File: src/shared/ppm_pkg.sv
package ppm_pkg;
  // Pin vector layout: index 0 is port A bit 0, indexes 1 to 8 are port B bits 0 to 7
  localparam int NPIN = 9;
  localparam int PA_BIT = 0;
  localparam int PB_LO = 1;
  localparam int PB_HI = 8;

  // Register byte offsets on the AHB-Lite bus
  localparam logic [7:0] OFF_PA_DATA = 8'h00;
  localparam logic [7:0] OFF_PA_DIR = 8'h04;
  localparam logic [7:0] OFF_PA_PULL = 8'h08;
  localparam logic [7:0] OFF_PA_DIER = 8'h0C;
  localparam logic [7:0] OFF_PB_DATA = 8'h10;
  localparam logic [7:0] OFF_PB_DIR = 8'h14;
  localparam logic [7:0] OFF_PB_PULL = 8'h18;
  localparam logic [7:0] OFF_PB_DIER = 8'h1C;
  localparam logic [7:0] OFF_FUNC_SEL = 8'h20;
  localparam logic [7:0] OFF_CMP_ROUTE = 8'h24;
  localparam logic [7:0] OFF_PIN_STATE = 8'h28;
  localparam logic [7:0] OFF_IRQ_STATUS = 8'h2C;
  localparam logic [7:0] OFF_IRQ_MASK = 8'h30;

  // Reset values
  localparam logic [8:0] RST_DATA = 9'h000;
  localparam logic [8:0] RST_DIR = 9'h000;
  localparam logic [8:0] RST_PULL = 9'h000;
  localparam logic [8:0] RST_DIER = 9'h1FF;
  localparam logic [17:0] RST_FUNC = 18'h00000;
  localparam logic [1:0] RST_CMP = 2'h0;
  localparam logic [2:0] RST_MASK = 3'h0;

  // Function select field: two bits per pin index, field i at [2i+1:2i]
  localparam int FSEL_W = 2;
  localparam logic [1:0] FSEL_GPIO = 2'h0;
  localparam logic [1:0] FSEL_A = 2'h1;
  localparam logic [1:0] FSEL_B = 2'h2;
  localparam logic [1:0] FSEL_C = 2'h3;

  // Which pins offer each alternate code
  localparam logic [8:0] AVAIL_A = 9'h1FB;
  localparam logic [8:0] AVAIL_B = 9'h1E9;
  localparam logic [8:0] AVAIL_C = 9'h001;
  // Codes that release the pad to the LCD half-supply bias
  localparam logic [8:0] ANALOG_A = 9'h002;
  localparam logic [8:0] ANALOG_C = 9'h001;

  // Comparator minus routing bits
  localparam int CMP_SRC_TWO_BIT = 0;
  localparam int CMP_SRC_THREE_BIT = 1;
  localparam int CMP_SRC_TWO_PIN = 7;
  localparam int CMP_SRC_THREE_PIN = 8;

  // Interrupt status bits
  localparam int IRQ_W = 3;
  localparam int IRQ_LINE_ZERO = 0;
  localparam int IRQ_LINE_ONE = 1;
  localparam int IRQ_WAKE = 2;

  // Pin state register layout
  localparam int STATE_PB_LSB = 8;

  // AHB-Lite encodings
  localparam logic [1:0] HTRANS_NONSEQ = 2'h2;
endpackage

File: src/rtl/ppm_sync.sv
`timescale 1ns/1ns
// Two-stage synchroniser with a change detector on the settled stage
module ppm_sync #(
  parameter int WIDTH = 9
) (
  input wire logic clk,
  input wire logic rst_n,
  input wire logic [WIDTH-1:0] d,
  output logic [WIDTH-1:0] q,
  output logic [WIDTH-1:0] chg
);
  logic [WIDTH-1:0] meta; // First stage, read by the second stage only
  logic [WIDTH-1:0] last; // Previous settled value
  logic [1:0] fill; // Edges since reset; history is valid once it saturates

  ////////////////////////////////////////////////////////////////////
  // Synchroniser stages
  always_ff @(posedge clk or negedge rst_n) begin
    if (!rst_n) begin
      meta <= '0;
      q <= '0;
    end else begin
      meta <= d;
      q <= meta;
    end
  end

  // History for edge detection; a pad held high across reset must not look like an edge,
  // so changes are ignored until both stages and the history hold real samples
  always_ff @(posedge clk or negedge rst_n) begin
    if (!rst_n) begin
      last <= '0;
      fill <= 2'h0;
    end else begin
      last <= q;
      if (!(&fill)) begin
        fill <= fill + 2'h1;
      end
    end
  end

  // Both rising and falling transitions count; a real change in the fill window is lost
  assign chg = (&fill) ? (q ^ last) : '0;
endmodule

File: src/rtl/ppm_pin_cell.sv
`timescale 1ns/1ns
// Output selection for one pad: general-purpose data or one alternate source
module ppm_pin_cell (
  input wire logic [1:0] sel,
  input wire logic gpio_data,
  input wire logic gpio_dir,
  input wire logic alt_a,
  input wire logic alt_b,
  input wire logic alt_c,
  input wire logic [2:0] avail,
  input wire logic [2:0] analog,
  input wire logic release_pad,
  output logic out,
  output logic oe,
  output logic bias_en
);
  logic pick_a; // Alternate code A selected and offered
  logic pick_b; // Alternate code B selected and offered
  logic pick_c; // Alternate code C selected and offered
  logic digital_alt; // An alternate digital output owns the pad

  // An unoffered code falls back to general-purpose use
  assign pick_a = (sel == ppm_pkg::FSEL_A) & avail[0];
  assign pick_b = (sel == ppm_pkg::FSEL_B) & avail[1];
  assign pick_c = (sel == ppm_pkg::FSEL_C) & avail[2];
  assign bias_en = (pick_a & analog[0]) | (pick_b & analog[1]) | (pick_c & analog[2]);
  assign digital_alt = (pick_a | pick_b | pick_c) & ~bias_en;

  // One source at most: the select is a single code, so codes are exclusive
  assign out = pick_a ? alt_a : pick_b ? alt_b : pick_c ? alt_c : gpio_data;
  // Bias and comparator routing release the driver
  assign oe = ~release_pad & ~bias_en & (digital_alt | gpio_dir);
endmodule

File: src/rtl/ppm_top.sv
// The register offsets and the AHB-Lite interface to the registers were chosen for this implementation.
`timescale 1ns/1ns
// Behaviour
// - Port A bit 0 interrupts on both edges
// - Port B bit 0 interrupts on both edges
// - Port A input enable zero blocks wake-up
// - Port B input enable bit n blocks wake-up
// - Each pin: direction, data, pull-high per pin
// - Port A bit 0: comparator, generator 0, bias
// - Port B 5-7: timer 3; generators 1/0
// - Port B 2,4: timer 2; bit 4 generator 0
// - Port B 2,3: wide generator 2 output
// - Port B 7,6 route to comparator minus
// - Port B bit 0: LCD common one bias
// - Port B bit 1: general-purpose only
module ppm_top (
  input wire logic MCLK,
  input wire logic RESETN,
  // AHB-Lite slave
  input wire logic HSEL,
  input wire logic [31:0] HADDR,
  input wire logic [1:0] HTRANS,
  input wire logic HWRITE,
  input wire logic [2:0] HSIZE,
  input wire logic HREADY,
  input wire logic [31:0] HWDATA,
  output logic [31:0] HRDATA,
  output logic HREADYOUT,
  output logic HRESP,
  // Port A bit 0 pad
  input wire logic PORT_A_BIT_ZERO_IN,
  output logic PORT_A_BIT_ZERO_OUT,
  output logic PORT_A_BIT_ZERO_OE,
  output logic PORT_A_BIT_ZERO_PULL_EN,
  // Port B pads
  input wire logic [7:0] PB_IN,
  output logic [7:0] PB_OUT,
  output logic [7:0] PB_OE,
  output logic [7:0] PB_PULL_EN,
  // Alternate output sources, same clock
  input wire logic COMPARATOR_OUT,
  input wire logic WIDE_PWM_GEN0_OUT,
  input wire logic WIDE_PWM_GEN1_OUT,
  input wire logic WIDE_PWM_GEN2_OUT,
  input wire logic TIMER_TWO_PWM_OUT,
  input wire logic TIMER_THREE_PWM_OUT,
  // Analog routing controls
  output logic LCD_COMMON_TWO_EN,
  output logic LCD_COMMON_ONE_EN,
  output logic CMP_MINUS_SRC_TWO_EN,
  output logic CMP_MINUS_SRC_THREE_EN,
  // Events
  output logic EXT_IRQ_LINE_ZERO,
  output logic EXT_IRQ_LINE_ONE,
  output logic WAKE,
  output logic IRQ
);

  ////////////////////////////////////////////////////////////////////
  // Register state
  logic [8:0] data_r; // Output data, index 0 is port A bit 0
  logic [8:0] dir_r; // One selects output
  logic [8:0] pull_r; // Pull-high enables
  logic [8:0] dier_r; // Digital input enables
  logic [17:0] func_r; // Two-bit function code per pin
  logic [1:0] cmp_r; // Comparator minus routing
  logic [2:0] status_r; // Sticky event bits
  logic [2:0] mask_r; // Interrupt enables

  // Bus data-phase state
  logic wr_pend; // A write is in its data phase
  logic [7:0] addr_q; // Captured byte address

  ////////////////////////////////////////////////////////////////////
  // Bus address decode
  wire addr_take = HSEL & HREADY & (HTRANS == ppm_pkg::HTRANS_NONSEQ);
  wire wr_take = addr_take & HWRITE;
  wire rd_take = addr_take & ~HWRITE;

  // The slave never stalls and never signals an error
  assign HREADYOUT = 1'b1;
  assign HRESP = 1'b0;

  // Capture the write address for the following data phase
  always_ff @(posedge MCLK or negedge RESETN) begin
    if (!RESETN) begin
      wr_pend <= 1'b0;
      addr_q <= 8'h00;
    end else begin
      wr_pend <= wr_take;
      if (addr_take) begin
        addr_q <= HADDR[7:0];
      end
    end
  end

  // Register-select strobes, qualified by the data phase
  wire wr_pa_data = wr_pend & (addr_q == ppm_pkg::OFF_PA_DATA);
  wire wr_pa_dir = wr_pend & (addr_q == ppm_pkg::OFF_PA_DIR);
  wire wr_pa_pull = wr_pend & (addr_q == ppm_pkg::OFF_PA_PULL);
  wire wr_pa_dier = wr_pend & (addr_q == ppm_pkg::OFF_PA_DIER);
  wire wr_pb_data = wr_pend & (addr_q == ppm_pkg::OFF_PB_DATA);
  wire wr_pb_dir = wr_pend & (addr_q == ppm_pkg::OFF_PB_DIR);
  wire wr_pb_pull = wr_pend & (addr_q == ppm_pkg::OFF_PB_PULL);
  wire wr_pb_dier = wr_pend & (addr_q == ppm_pkg::OFF_PB_DIER);
  wire wr_func = wr_pend & (addr_q == ppm_pkg::OFF_FUNC_SEL);
  wire wr_cmp = wr_pend & (addr_q == ppm_pkg::OFF_CMP_ROUTE);
  wire wr_status = wr_pend & (addr_q == ppm_pkg::OFF_IRQ_STATUS);
  wire wr_mask = wr_pend & (addr_q == ppm_pkg::OFF_IRQ_MASK);

  // Merge a port A or port B write into the shared pin vectors
  function automatic logic [8:0] merge(input logic [8:0] cur, input logic wa,
                                       input logic wb, input logic [31:0] wd);
    logic [8:0] res;
    res = cur;
    if (wa) begin
      res[ppm_pkg::PA_BIT] = wd[0];
    end
    if (wb) begin
      res[ppm_pkg::PB_HI:ppm_pkg::PB_LO] = wd[7:0];
    end
    return res;
  endfunction

  wire [8:0] next_data = merge(data_r, wr_pa_data, wr_pb_data, HWDATA);
  wire [8:0] next_dir = merge(dir_r, wr_pa_dir, wr_pb_dir, HWDATA);
  wire [8:0] next_pull = merge(pull_r, wr_pa_pull, wr_pb_pull, HWDATA);
  wire [8:0] next_dier = merge(dier_r, wr_pa_dier, wr_pb_dier, HWDATA);

  ////////////////////////////////////////////////////////////////////
  // Pin configuration registers
  always_ff @(posedge MCLK or negedge RESETN) begin
    if (!RESETN) begin
      data_r <= ppm_pkg::RST_DATA;
      dir_r <= ppm_pkg::RST_DIR;
      pull_r <= ppm_pkg::RST_PULL;
      dier_r <= ppm_pkg::RST_DIER;
    end else begin
      data_r <= next_data;
      dir_r <= next_dir;
      pull_r <= next_pull;
      dier_r <= next_dier;
    end
  end

  // Function and routing selects
  always_ff @(posedge MCLK or negedge RESETN) begin
    if (!RESETN) begin
      func_r <= ppm_pkg::RST_FUNC;
      cmp_r <= ppm_pkg::RST_CMP;
    end else begin
      if (wr_func) begin
        func_r <= HWDATA[17:0];
      end
      if (wr_cmp) begin
        cmp_r <= HWDATA[1:0];
      end
    end
  end

  ////////////////////////////////////////////////////////////////////
  // Pad input synchronisation and transition detection
  logic [8:0] pin_sync; // Settled pad levels
  logic [8:0] pin_chg; // One-cycle pulse on either edge

  ppm_sync #(
    .WIDTH(ppm_pkg::NPIN)
  ) u_sync (
    .clk(MCLK),
    .rst_n(RESETN),
    .d({PB_IN, PORT_A_BIT_ZERO_IN}),
    .q(pin_sync),
    .chg(pin_chg)
  );

  // Disabled digital inputs read as zero and cannot wake
  wire [8:0] pin_seen = pin_sync & dier_r;
  wire [8:0] wake_chg = pin_chg & dier_r;
  wire wake_any = |wake_chg;

  // Either transition of each interrupt line requests service
  wire line_zero_evt = pin_chg[ppm_pkg::PA_BIT];
  wire line_one_evt = pin_chg[ppm_pkg::PB_LO];

  ////////////////////////////////////////////////////////////////////
  // Interrupt status and mask
  wire [2:0] evt_set = {wake_any, line_one_evt, line_zero_evt};
  wire [2:0] status_clr = wr_status ? HWDATA[2:0] : 3'h0;
  // An event in the clearing cycle survives the clear
  wire [2:0] next_status = (status_r & ~status_clr) | evt_set;

  always_ff @(posedge MCLK or negedge RESETN) begin
    if (!RESETN) begin
      status_r <= 3'h0;
      mask_r <= ppm_pkg::RST_MASK;
    end else begin
      status_r <= next_status;
      if (wr_mask) begin
        mask_r <= HWDATA[2:0];
      end
    end
  end

  // Event pulses leave from flops, one cycle after detection
  always_ff @(posedge MCLK or negedge RESETN) begin
    if (!RESETN) begin
      EXT_IRQ_LINE_ZERO <= 1'b0;
      EXT_IRQ_LINE_ONE <= 1'b0;
      WAKE <= 1'b0;
      IRQ <= 1'b0;
    end else begin
      EXT_IRQ_LINE_ZERO <= line_zero_evt;
      EXT_IRQ_LINE_ONE <= line_one_evt;
      WAKE <= wake_any;
      IRQ <= |(next_status & mask_r);
    end
  end

  ////////////////////////////////////////////////////////////////////
  // Alternate source table per pin index
  logic [8:0] alt_a; // Code 1 sources
  logic [8:0] alt_b; // Code 2 sources
  logic [8:0] alt_c; // Code 3 sources
  logic [8:0] release_pad; // Pad handed to the comparator input

  // Port A bit 0: comparator, wide generator 0, LCD common two
  assign alt_a[0] = COMPARATOR_OUT;
  assign alt_b[0] = WIDE_PWM_GEN0_OUT;
  // Port B bit 0 code 1 is bias only; bit 1 offers nothing
  assign alt_a[1] = 1'b0;
  assign alt_b[1] = 1'b0;
  assign alt_a[2] = 1'b0;
  assign alt_b[2] = 1'b0;
  // Port B bit 2: timer 2, wide generator 2
  assign alt_a[3] = TIMER_TWO_PWM_OUT;
  assign alt_b[3] = WIDE_PWM_GEN2_OUT;
  // Port B bit 3: wide generator 2
  assign alt_a[4] = WIDE_PWM_GEN2_OUT;
  assign alt_b[4] = 1'b0;
  // Port B bit 4: timer 2, wide generator 0
  assign alt_a[5] = TIMER_TWO_PWM_OUT;
  assign alt_b[5] = WIDE_PWM_GEN0_OUT;
  // Port B bit 5: timer 3, wide generator 0
  assign alt_a[6] = TIMER_THREE_PWM_OUT;
  assign alt_b[6] = WIDE_PWM_GEN0_OUT;
  // Port B bits 6 and 7: timer 3, wide generator 1
  assign alt_a[7] = TIMER_THREE_PWM_OUT;
  assign alt_b[7] = WIDE_PWM_GEN1_OUT;
  assign alt_a[8] = TIMER_THREE_PWM_OUT;
  assign alt_b[8] = WIDE_PWM_GEN1_OUT;
  // Only port A bit 0 has a third code, which is bias
  assign alt_c = 9'h000;

  // Comparator routing floats the pad whatever its function code
  assign release_pad[ppm_pkg::CMP_SRC_TWO_PIN] = cmp_r[ppm_pkg::CMP_SRC_TWO_BIT];
  assign release_pad[ppm_pkg::CMP_SRC_THREE_PIN] = cmp_r[ppm_pkg::CMP_SRC_THREE_BIT];
  assign release_pad[6:0] = 7'h00;

  ////////////////////////////////////////////////////////////////////
  // Pad cells
  logic [8:0] cell_out; // Selected output level
  logic [8:0] cell_oe; // Selected driver enable
  logic [8:0] cell_bias; // Pad given to LCD bias

  genvar gi;
  generate
    for (gi = 0; gi < ppm_pkg::NPIN; gi++) begin : g_pin
      ppm_pin_cell u_cell (
        .sel(func_r[gi*ppm_pkg::FSEL_W +: ppm_pkg::FSEL_W]),
        .gpio_data(data_r[gi]),
        .gpio_dir(dir_r[gi]),
        .alt_a(alt_a[gi]),
        .alt_b(alt_b[gi]),
        .alt_c(alt_c[gi]),
        .avail({ppm_pkg::AVAIL_C[gi], ppm_pkg::AVAIL_B[gi], ppm_pkg::AVAIL_A[gi]}),
        .analog({ppm_pkg::ANALOG_C[gi], 1'b0, ppm_pkg::ANALOG_A[gi]}),
        .release_pad(release_pad[gi]),
        .out(cell_out[gi]),
        .oe(cell_oe[gi]),
        .bias_en(cell_bias[gi])
      );
    end
  endgenerate

  // Pad outputs are registered so no glitch of the select reaches a pin
  logic [8:0] pad_out; // Registered pad level
  logic [8:0] pad_oe; // Registered driver enable
  logic [8:0] pad_bias; // Registered bias enable

  always_ff @(posedge MCLK or negedge RESETN) begin
    if (!RESETN) begin
      pad_out <= 9'h000;
      pad_oe <= 9'h000;
      pad_bias <= 9'h000;
    end else begin
      pad_out <= cell_out;
      pad_oe <= cell_oe;
      pad_bias <= cell_bias;
    end
  end

  assign PORT_A_BIT_ZERO_OUT = pad_out[ppm_pkg::PA_BIT];
  assign PORT_A_BIT_ZERO_OE = pad_oe[ppm_pkg::PA_BIT];
  assign PORT_A_BIT_ZERO_PULL_EN = pull_r[ppm_pkg::PA_BIT];
  assign PB_OUT = pad_out[ppm_pkg::PB_HI:ppm_pkg::PB_LO];
  assign PB_OE = pad_oe[ppm_pkg::PB_HI:ppm_pkg::PB_LO];
  assign PB_PULL_EN = pull_r[ppm_pkg::PB_HI:ppm_pkg::PB_LO];
  assign LCD_COMMON_TWO_EN = pad_bias[ppm_pkg::PA_BIT];
  assign LCD_COMMON_ONE_EN = pad_bias[ppm_pkg::PB_LO];
  assign CMP_MINUS_SRC_TWO_EN = cmp_r[ppm_pkg::CMP_SRC_TWO_BIT];
  assign CMP_MINUS_SRC_THREE_EN = cmp_r[ppm_pkg::CMP_SRC_THREE_BIT];

  ////////////////////////////////////////////////////////////////////
  // Read-back mux; unmapped offsets read zero
  wire [31:0] rd_pa_data = {31'h0, data_r[ppm_pkg::PA_BIT]};
  wire [31:0] rd_pa_dir = {31'h0, dir_r[ppm_pkg::PA_BIT]};
  wire [31:0] rd_pa_pull = {31'h0, pull_r[ppm_pkg::PA_BIT]};
  wire [31:0] rd_pa_dier = {31'h0, dier_r[ppm_pkg::PA_BIT]};
  wire [31:0] rd_pb_data = {24'h0, data_r[ppm_pkg::PB_HI:ppm_pkg::PB_LO]};
  wire [31:0] rd_pb_dir = {24'h0, dir_r[ppm_pkg::PB_HI:ppm_pkg::PB_LO]};
  wire [31:0] rd_pb_pull = {24'h0, pull_r[ppm_pkg::PB_HI:ppm_pkg::PB_LO]};
  wire [31:0] rd_pb_dier = {24'h0, dier_r[ppm_pkg::PB_HI:ppm_pkg::PB_LO]};
  wire [31:0] rd_state = {16'h0, pin_seen[ppm_pkg::PB_HI:ppm_pkg::PB_LO],
                          7'h00, pin_seen[ppm_pkg::PA_BIT]};
  wire [7:0] ra = HADDR[7:0];
  wire [31:0] rd_word =
    (ra == ppm_pkg::OFF_PA_DATA) ? rd_pa_data :
    (ra == ppm_pkg::OFF_PA_DIR) ? rd_pa_dir :
    (ra == ppm_pkg::OFF_PA_PULL) ? rd_pa_pull :
    (ra == ppm_pkg::OFF_PA_DIER) ? rd_pa_dier :
    (ra == ppm_pkg::OFF_PB_DATA) ? rd_pb_data :
    (ra == ppm_pkg::OFF_PB_DIR) ? rd_pb_dir :
    (ra == ppm_pkg::OFF_PB_PULL) ? rd_pb_pull :
    (ra == ppm_pkg::OFF_PB_DIER) ? rd_pb_dier :
    (ra == ppm_pkg::OFF_FUNC_SEL) ? {14'h0, func_r} :
    (ra == ppm_pkg::OFF_CMP_ROUTE) ? {30'h0, cmp_r} :
    (ra == ppm_pkg::OFF_PIN_STATE) ? rd_state :
    (ra == ppm_pkg::OFF_IRQ_STATUS) ? {29'h0, status_r} :
    (ra == ppm_pkg::OFF_IRQ_MASK) ? {29'h0, mask_r} : 32'h00000000;

  // Read data is sampled at the address phase and stands in the data phase
  always_ff @(posedge MCLK or negedge RESETN) begin
    if (!RESETN) begin
      HRDATA <= 32'h00000000;
    end else if (rd_take) begin
      HRDATA <= rd_word;
    end
  end
endmodule

File: config.mk
export PLATFORM = sky130hd
export DESIGN_NAME = ppm_top
export DESIGN_NICKNAME = d
export VERILOG_FILES = /design/src/shared/ppm_pkg.sv /design/src/rtl/ppm_sync.sv /design/src/rtl/ppm_pin_cell.sv /design/src/rtl/ppm_top.sv
export SDC_FILE = /design/constraint.sdc
export NUM_CORES = 1
export LEC_CHECK = 0
export BUFFER_PORTS_ARGS = -buffer_cell sky130_fd_sc_hd__buf_2
export CORE_MARGIN = 3
export CORE_UTILIZATION = 55
export DETAILED_ROUTE_END_ITERATION = 12
export GPL_TIMING_DRIVEN = 0
export HOLD_SLACK_MARGIN = 0.08
export PLACE_DENSITY = 0.82
export RECOVER_POWER = 100
export SLEW_MARGIN = 10
export SYNTH_ARGS = -nofsm -noshare
export SYNTH_HDL_FRONTEND = slang
export SYNTH_SLANG_ARGS = --single-unit
File: constraint.sdc
create_clock -name MCLK -period 5.3 [get_ports MCLK]
set_clock_uncertainty 0.05 [all_clocks]
set_input_delay 0.265 -clock MCLK [delete_from_list [all_inputs] [get_ports MCLK]]
set_output_delay 0.265 -clock MCLK [all_outputs]
set_load 0.005 [all_outputs]
==> results.sh <==
export IMPL_pin_count=158
export IMPL_max_slew_margin_pct=20.64
export IMPL_netSwitchingFraction_pct=23.02
export IMPL_worstSetupStartpointType="input port"
export IMPL_ys_types=62
export IMPL_tightestPinTransition_ns=1.186
export IMPL_synth_area_mm2=0.006190
export IMPL_clock_latency_ns=0.41
export IMPL_endpoint_kind="register"
export IMPL_synth_area_mux_share_pct=14.13
export IMPL_synth_top_flop_cell="dfrtp_1"
export IMPL_synth_compound_area_share_pct=9.561
export IMPL_timing_critical_path_from="HADDR[6]"
export IMPL_diodes=0
export IMPL_final_nets=759
export IMPL_grt_pass1_vias=4808
export IMPL_crit_arrival_ns=3.52
export IMPL_core_area_mm2=0.01094
export IMPL_leakage_nw=3.657
export IMPL_root_buffer="clkbuf_16"
export IMPL_num_rows=38
export IMPL_hpwl_um=11040
export IMPL_cp_slowest_stage_delay_ns=0.81
export IMPL_syn_inst=496
export IMPL_regToRegStartpoint="addr_q[4]"
export IMPL_min_from="HWDATA[0]"
export IMPL_areaGrowthSynthToFinish_pct=25.83
export IMPL_hold_viol=0
export IMPL_instances_no_fill=808
export IMPL_seq_area_mm2=0.003565
export IMPL_cp_common_cell="clkbuf_1"
export IMPL_grt_max_degree=73
export IMPL_antenna_found_initial=0
export IMPL_status="finished clean"
export IMPL_synthAdderAreaFrac_pct=2.830
export IMPL_timing_fmax_mhz=308.9
export IMPL_antenna_left=0
export IMPL_clk_pin_slew_ns=0.06
export IMPL_fin_tns_setup_ns=0
export IMPL_irDropWorstVdd_v=0.0002364
export IMPL_synth_top_family_by_area="multiplexers"
export IMPL_async_flop_share_pct=100.0
export IMPL_ys_warn_count=0
export IMPL_fin_crit_ns=3.237
export IMPL_die_h_um=112.1
export IMPL_seq_power_share_pct=44.9
export IMPL_p_comb_share_pct=7.9
export IMPL_start_util_pct=56.60
export IMPL_rsz0062_at_grt="no"
export IMPL_fin_crit_sh_pct=61.08
export IMPL_clkSinkCount=142
export IMPL_hold_class="in2reg"
export IMPL_final_cell_mix="133 x dfrtp_1, 75 x buf_2, 64 x mux2_2"
export IMPL_intPower_mw=2.031
export IMPL_cp_cell_sequence="dlygate4sd3_1 > clkbuf_1 > or4_2 > clkbuf_1 > nor4_1 > clkbuf_1 > a32oi_1 > o21ai_0"
export IMPL_die_x_um=112.1
export IMPL_cp_required_ns=5.58
export IMPL_synth_xor_area_share_pct=1.415
export IMPL_slowest_stage="nor4_1"
export IMPL_cts_max_level=4
export IMPL_setup_violations=0
export IMPL_portBuffers=98
export IMPL_wl_per_cell_um=19.63
export IMPL_critPathMaxFanout=10
export IMPL_slew_violations=0
export IMPL_synth_seq_area_share_pct=57.59
export IMPL_cap_violations=0
export IMPL_dieArea_mm2=0.01256
export IMPL_fin_area_mm2=0.007789
export IMPL_grt_pass1_wl_um=25800
export IMPL_synth_area_per_cell_um2=12.48
export IMPL_numPlacedInstances=749
export IMPL_switching_power_mw=0.6076
export IMPL_drive_above_1_share_pct=30.24
export IMPL_dpl_instance_area_mm2=0.006942
export IMPL_cts_made_buffers=17
export IMPL_clkPwrFrac_pct=47.2
export IMPL_drt_iter0_drc=275
export IMPL_cts_tree="yes"
export IMPL_overflow=0
export IMPL_critPathKind="in2reg"
export IMPL_gp_congestion=0.8694
export IMPL_multiInputGateArea_mm2=0.002390
export IMPL_vias=4590
export IMPL_track_usage_pct=26.54
export IMPL_fill_cells=766
export IMPL_vias_per_cell=5.681
export IMPL_wirelength_um=15860
export IMPL_firstDrtPassIters=5
export IMPL_post_cts_buffers=0
export IMPL_power_density_mw_per_mm2=338.8
export IMPL_synth_seq_cells=142
export IMPL_yosys_area_share_simple_pct=9.945
export IMPL_synth_edf_count=0
export IMPL_layout_commonest_cell="dfrtp_1"
export IMPL_cts_max_path_buffers=2
export IMPL_post_route_drc_count=0
-- power groups by stage --
stage          Clock [mW]  Combinational [mW]  Sequential, mW
4_1_cts              1.26               0.211            1.18
5_1_grt              1.31               0.232            1.19
3_3_place_gp            0               0.184            1.20
3_5_place_dp            0               0.194            1.20
2_1_floorplan           0               0.103            1.19
6_report             1.25               0.208            1.18
-- through the flow --
step / setup slack [ns] / utilization, % / hold slack, ns / power [mW]
floorplan: 3.232 / - / -0.08059 / 1.294
global placement: 2.082 / 63.17 / 0.2827 / 1.382
detailed placement: 2.748 / 63.48 / 0.2654 / 1.396
CTS: 2.652 / 71.70 / 0.09887 / 2.652
global route: 1.927 / 71.22 / 0.1077 / 2.735
finish: 2.063 / 71.22 / 0.1120 / 2.639
-- registers in the layout, indices dropped and copies added (netlist names), 2 cells and up --
register     flops
u_sync.fill      2
pad_out          9
dir_r            9
u_sync.meta      9
u_sync.q         9
HRDATA          18
cmp_r            2
pad_oe           9
status_r         3
func_r          18
data_r           9
mask_r           3
pad_bias         2
dier_r           9
u_sync.last      9
pull_r           9
addr_q           8
-- layout make-up --
cell class	instances	share of cell area [%]
clock inverter	12	2.394
inverter	20	0.9639
multi-input combinational	314	30.68
buffer	34	2.426
timing repair buffer	127	9.960
tap	140	2.249
sequential	142	45.77
clock buffer	19	5.558
-- cells in the mapped netlist (3+ instances only) --
cell	number	area, µm²
o211ai_1	5	37.54
a221o_1	3	30.03
mux2_2	65	732.0
and2_1	7	43.79
buf_4	16	120.1
nor3_1	10	50.05
dfstp_2	9	236.5
nor4_1	3	18.77
a32oi_1	8	70.07
nand2_1	29	108.9
dfrtp_1	133	3328
inv_1	20	75.07
nor2_1	20	75.07
o21ai_0	16	80.08
o221ai_1	3	26.28
nand3_1	6	30.03
a22oi_1	4	30.03
o21ai_1	7	35.03
ha_1	14	175.2
clkbuf_1	14	52.55
xor2_1	8	70.07
mux2i_1	12	120.1
nand2b_1	14	87.58
nand4_1	3	18.77
a21oi_1	12	60.06
a22o_1	6	52.55
-- repair_timing --
action | in CTS | in global routing
hold buffers | 28 | 0
hold endpoints to repair | 95 | 0
setup endpoints to repair | 0 | 0
gates resized for setup | 0 | 0
-- critical path, delay by kind of cell --
kind | cells | cell delay [ns]
AOI/OAI and AO/OA | 2 | 0.36
buffers and inverters | 4 | 1.42
and+or+nand+nor | 2 | 1.46
-- worst paths after layout --
check	to	slack (ns)	depth (start not counted)
max	HRDATA[12]	2.06	8
min	dier_r[1]	0.11	2
max reg2reg	func_r[12]	2.28	4
min reg2reg	u_sync.q[4]	0.30	0
max in group asynchronous	dier_r[4]	4.03	3
min in group asynchronous	u_sync.q[8]	0.36	2
-- routing by layer --
| layer | part of all wire, % | track usage (%) | up-vias |
|---|---|---|---|
| met2 | 49 | 41.95 | 170 |
| li1 | - | - | 2068 |
| met1 | 42 | 35.62 | 2312 |
| met4 | 3.2 | 11.78 | 0 |
| met3 | 5.6 | 5.768 | 40 |
| met5 | 0 | 0 | - |
-- cell families after synthesis --
group,after synthesis
compound gates,84
buf+inv,54
mux,78
flops,142
xor+xnor,10
simple gates,112
fa+ha+maj,14
other cells,2
Note: power is estimated with default switching activity, not from simulation.
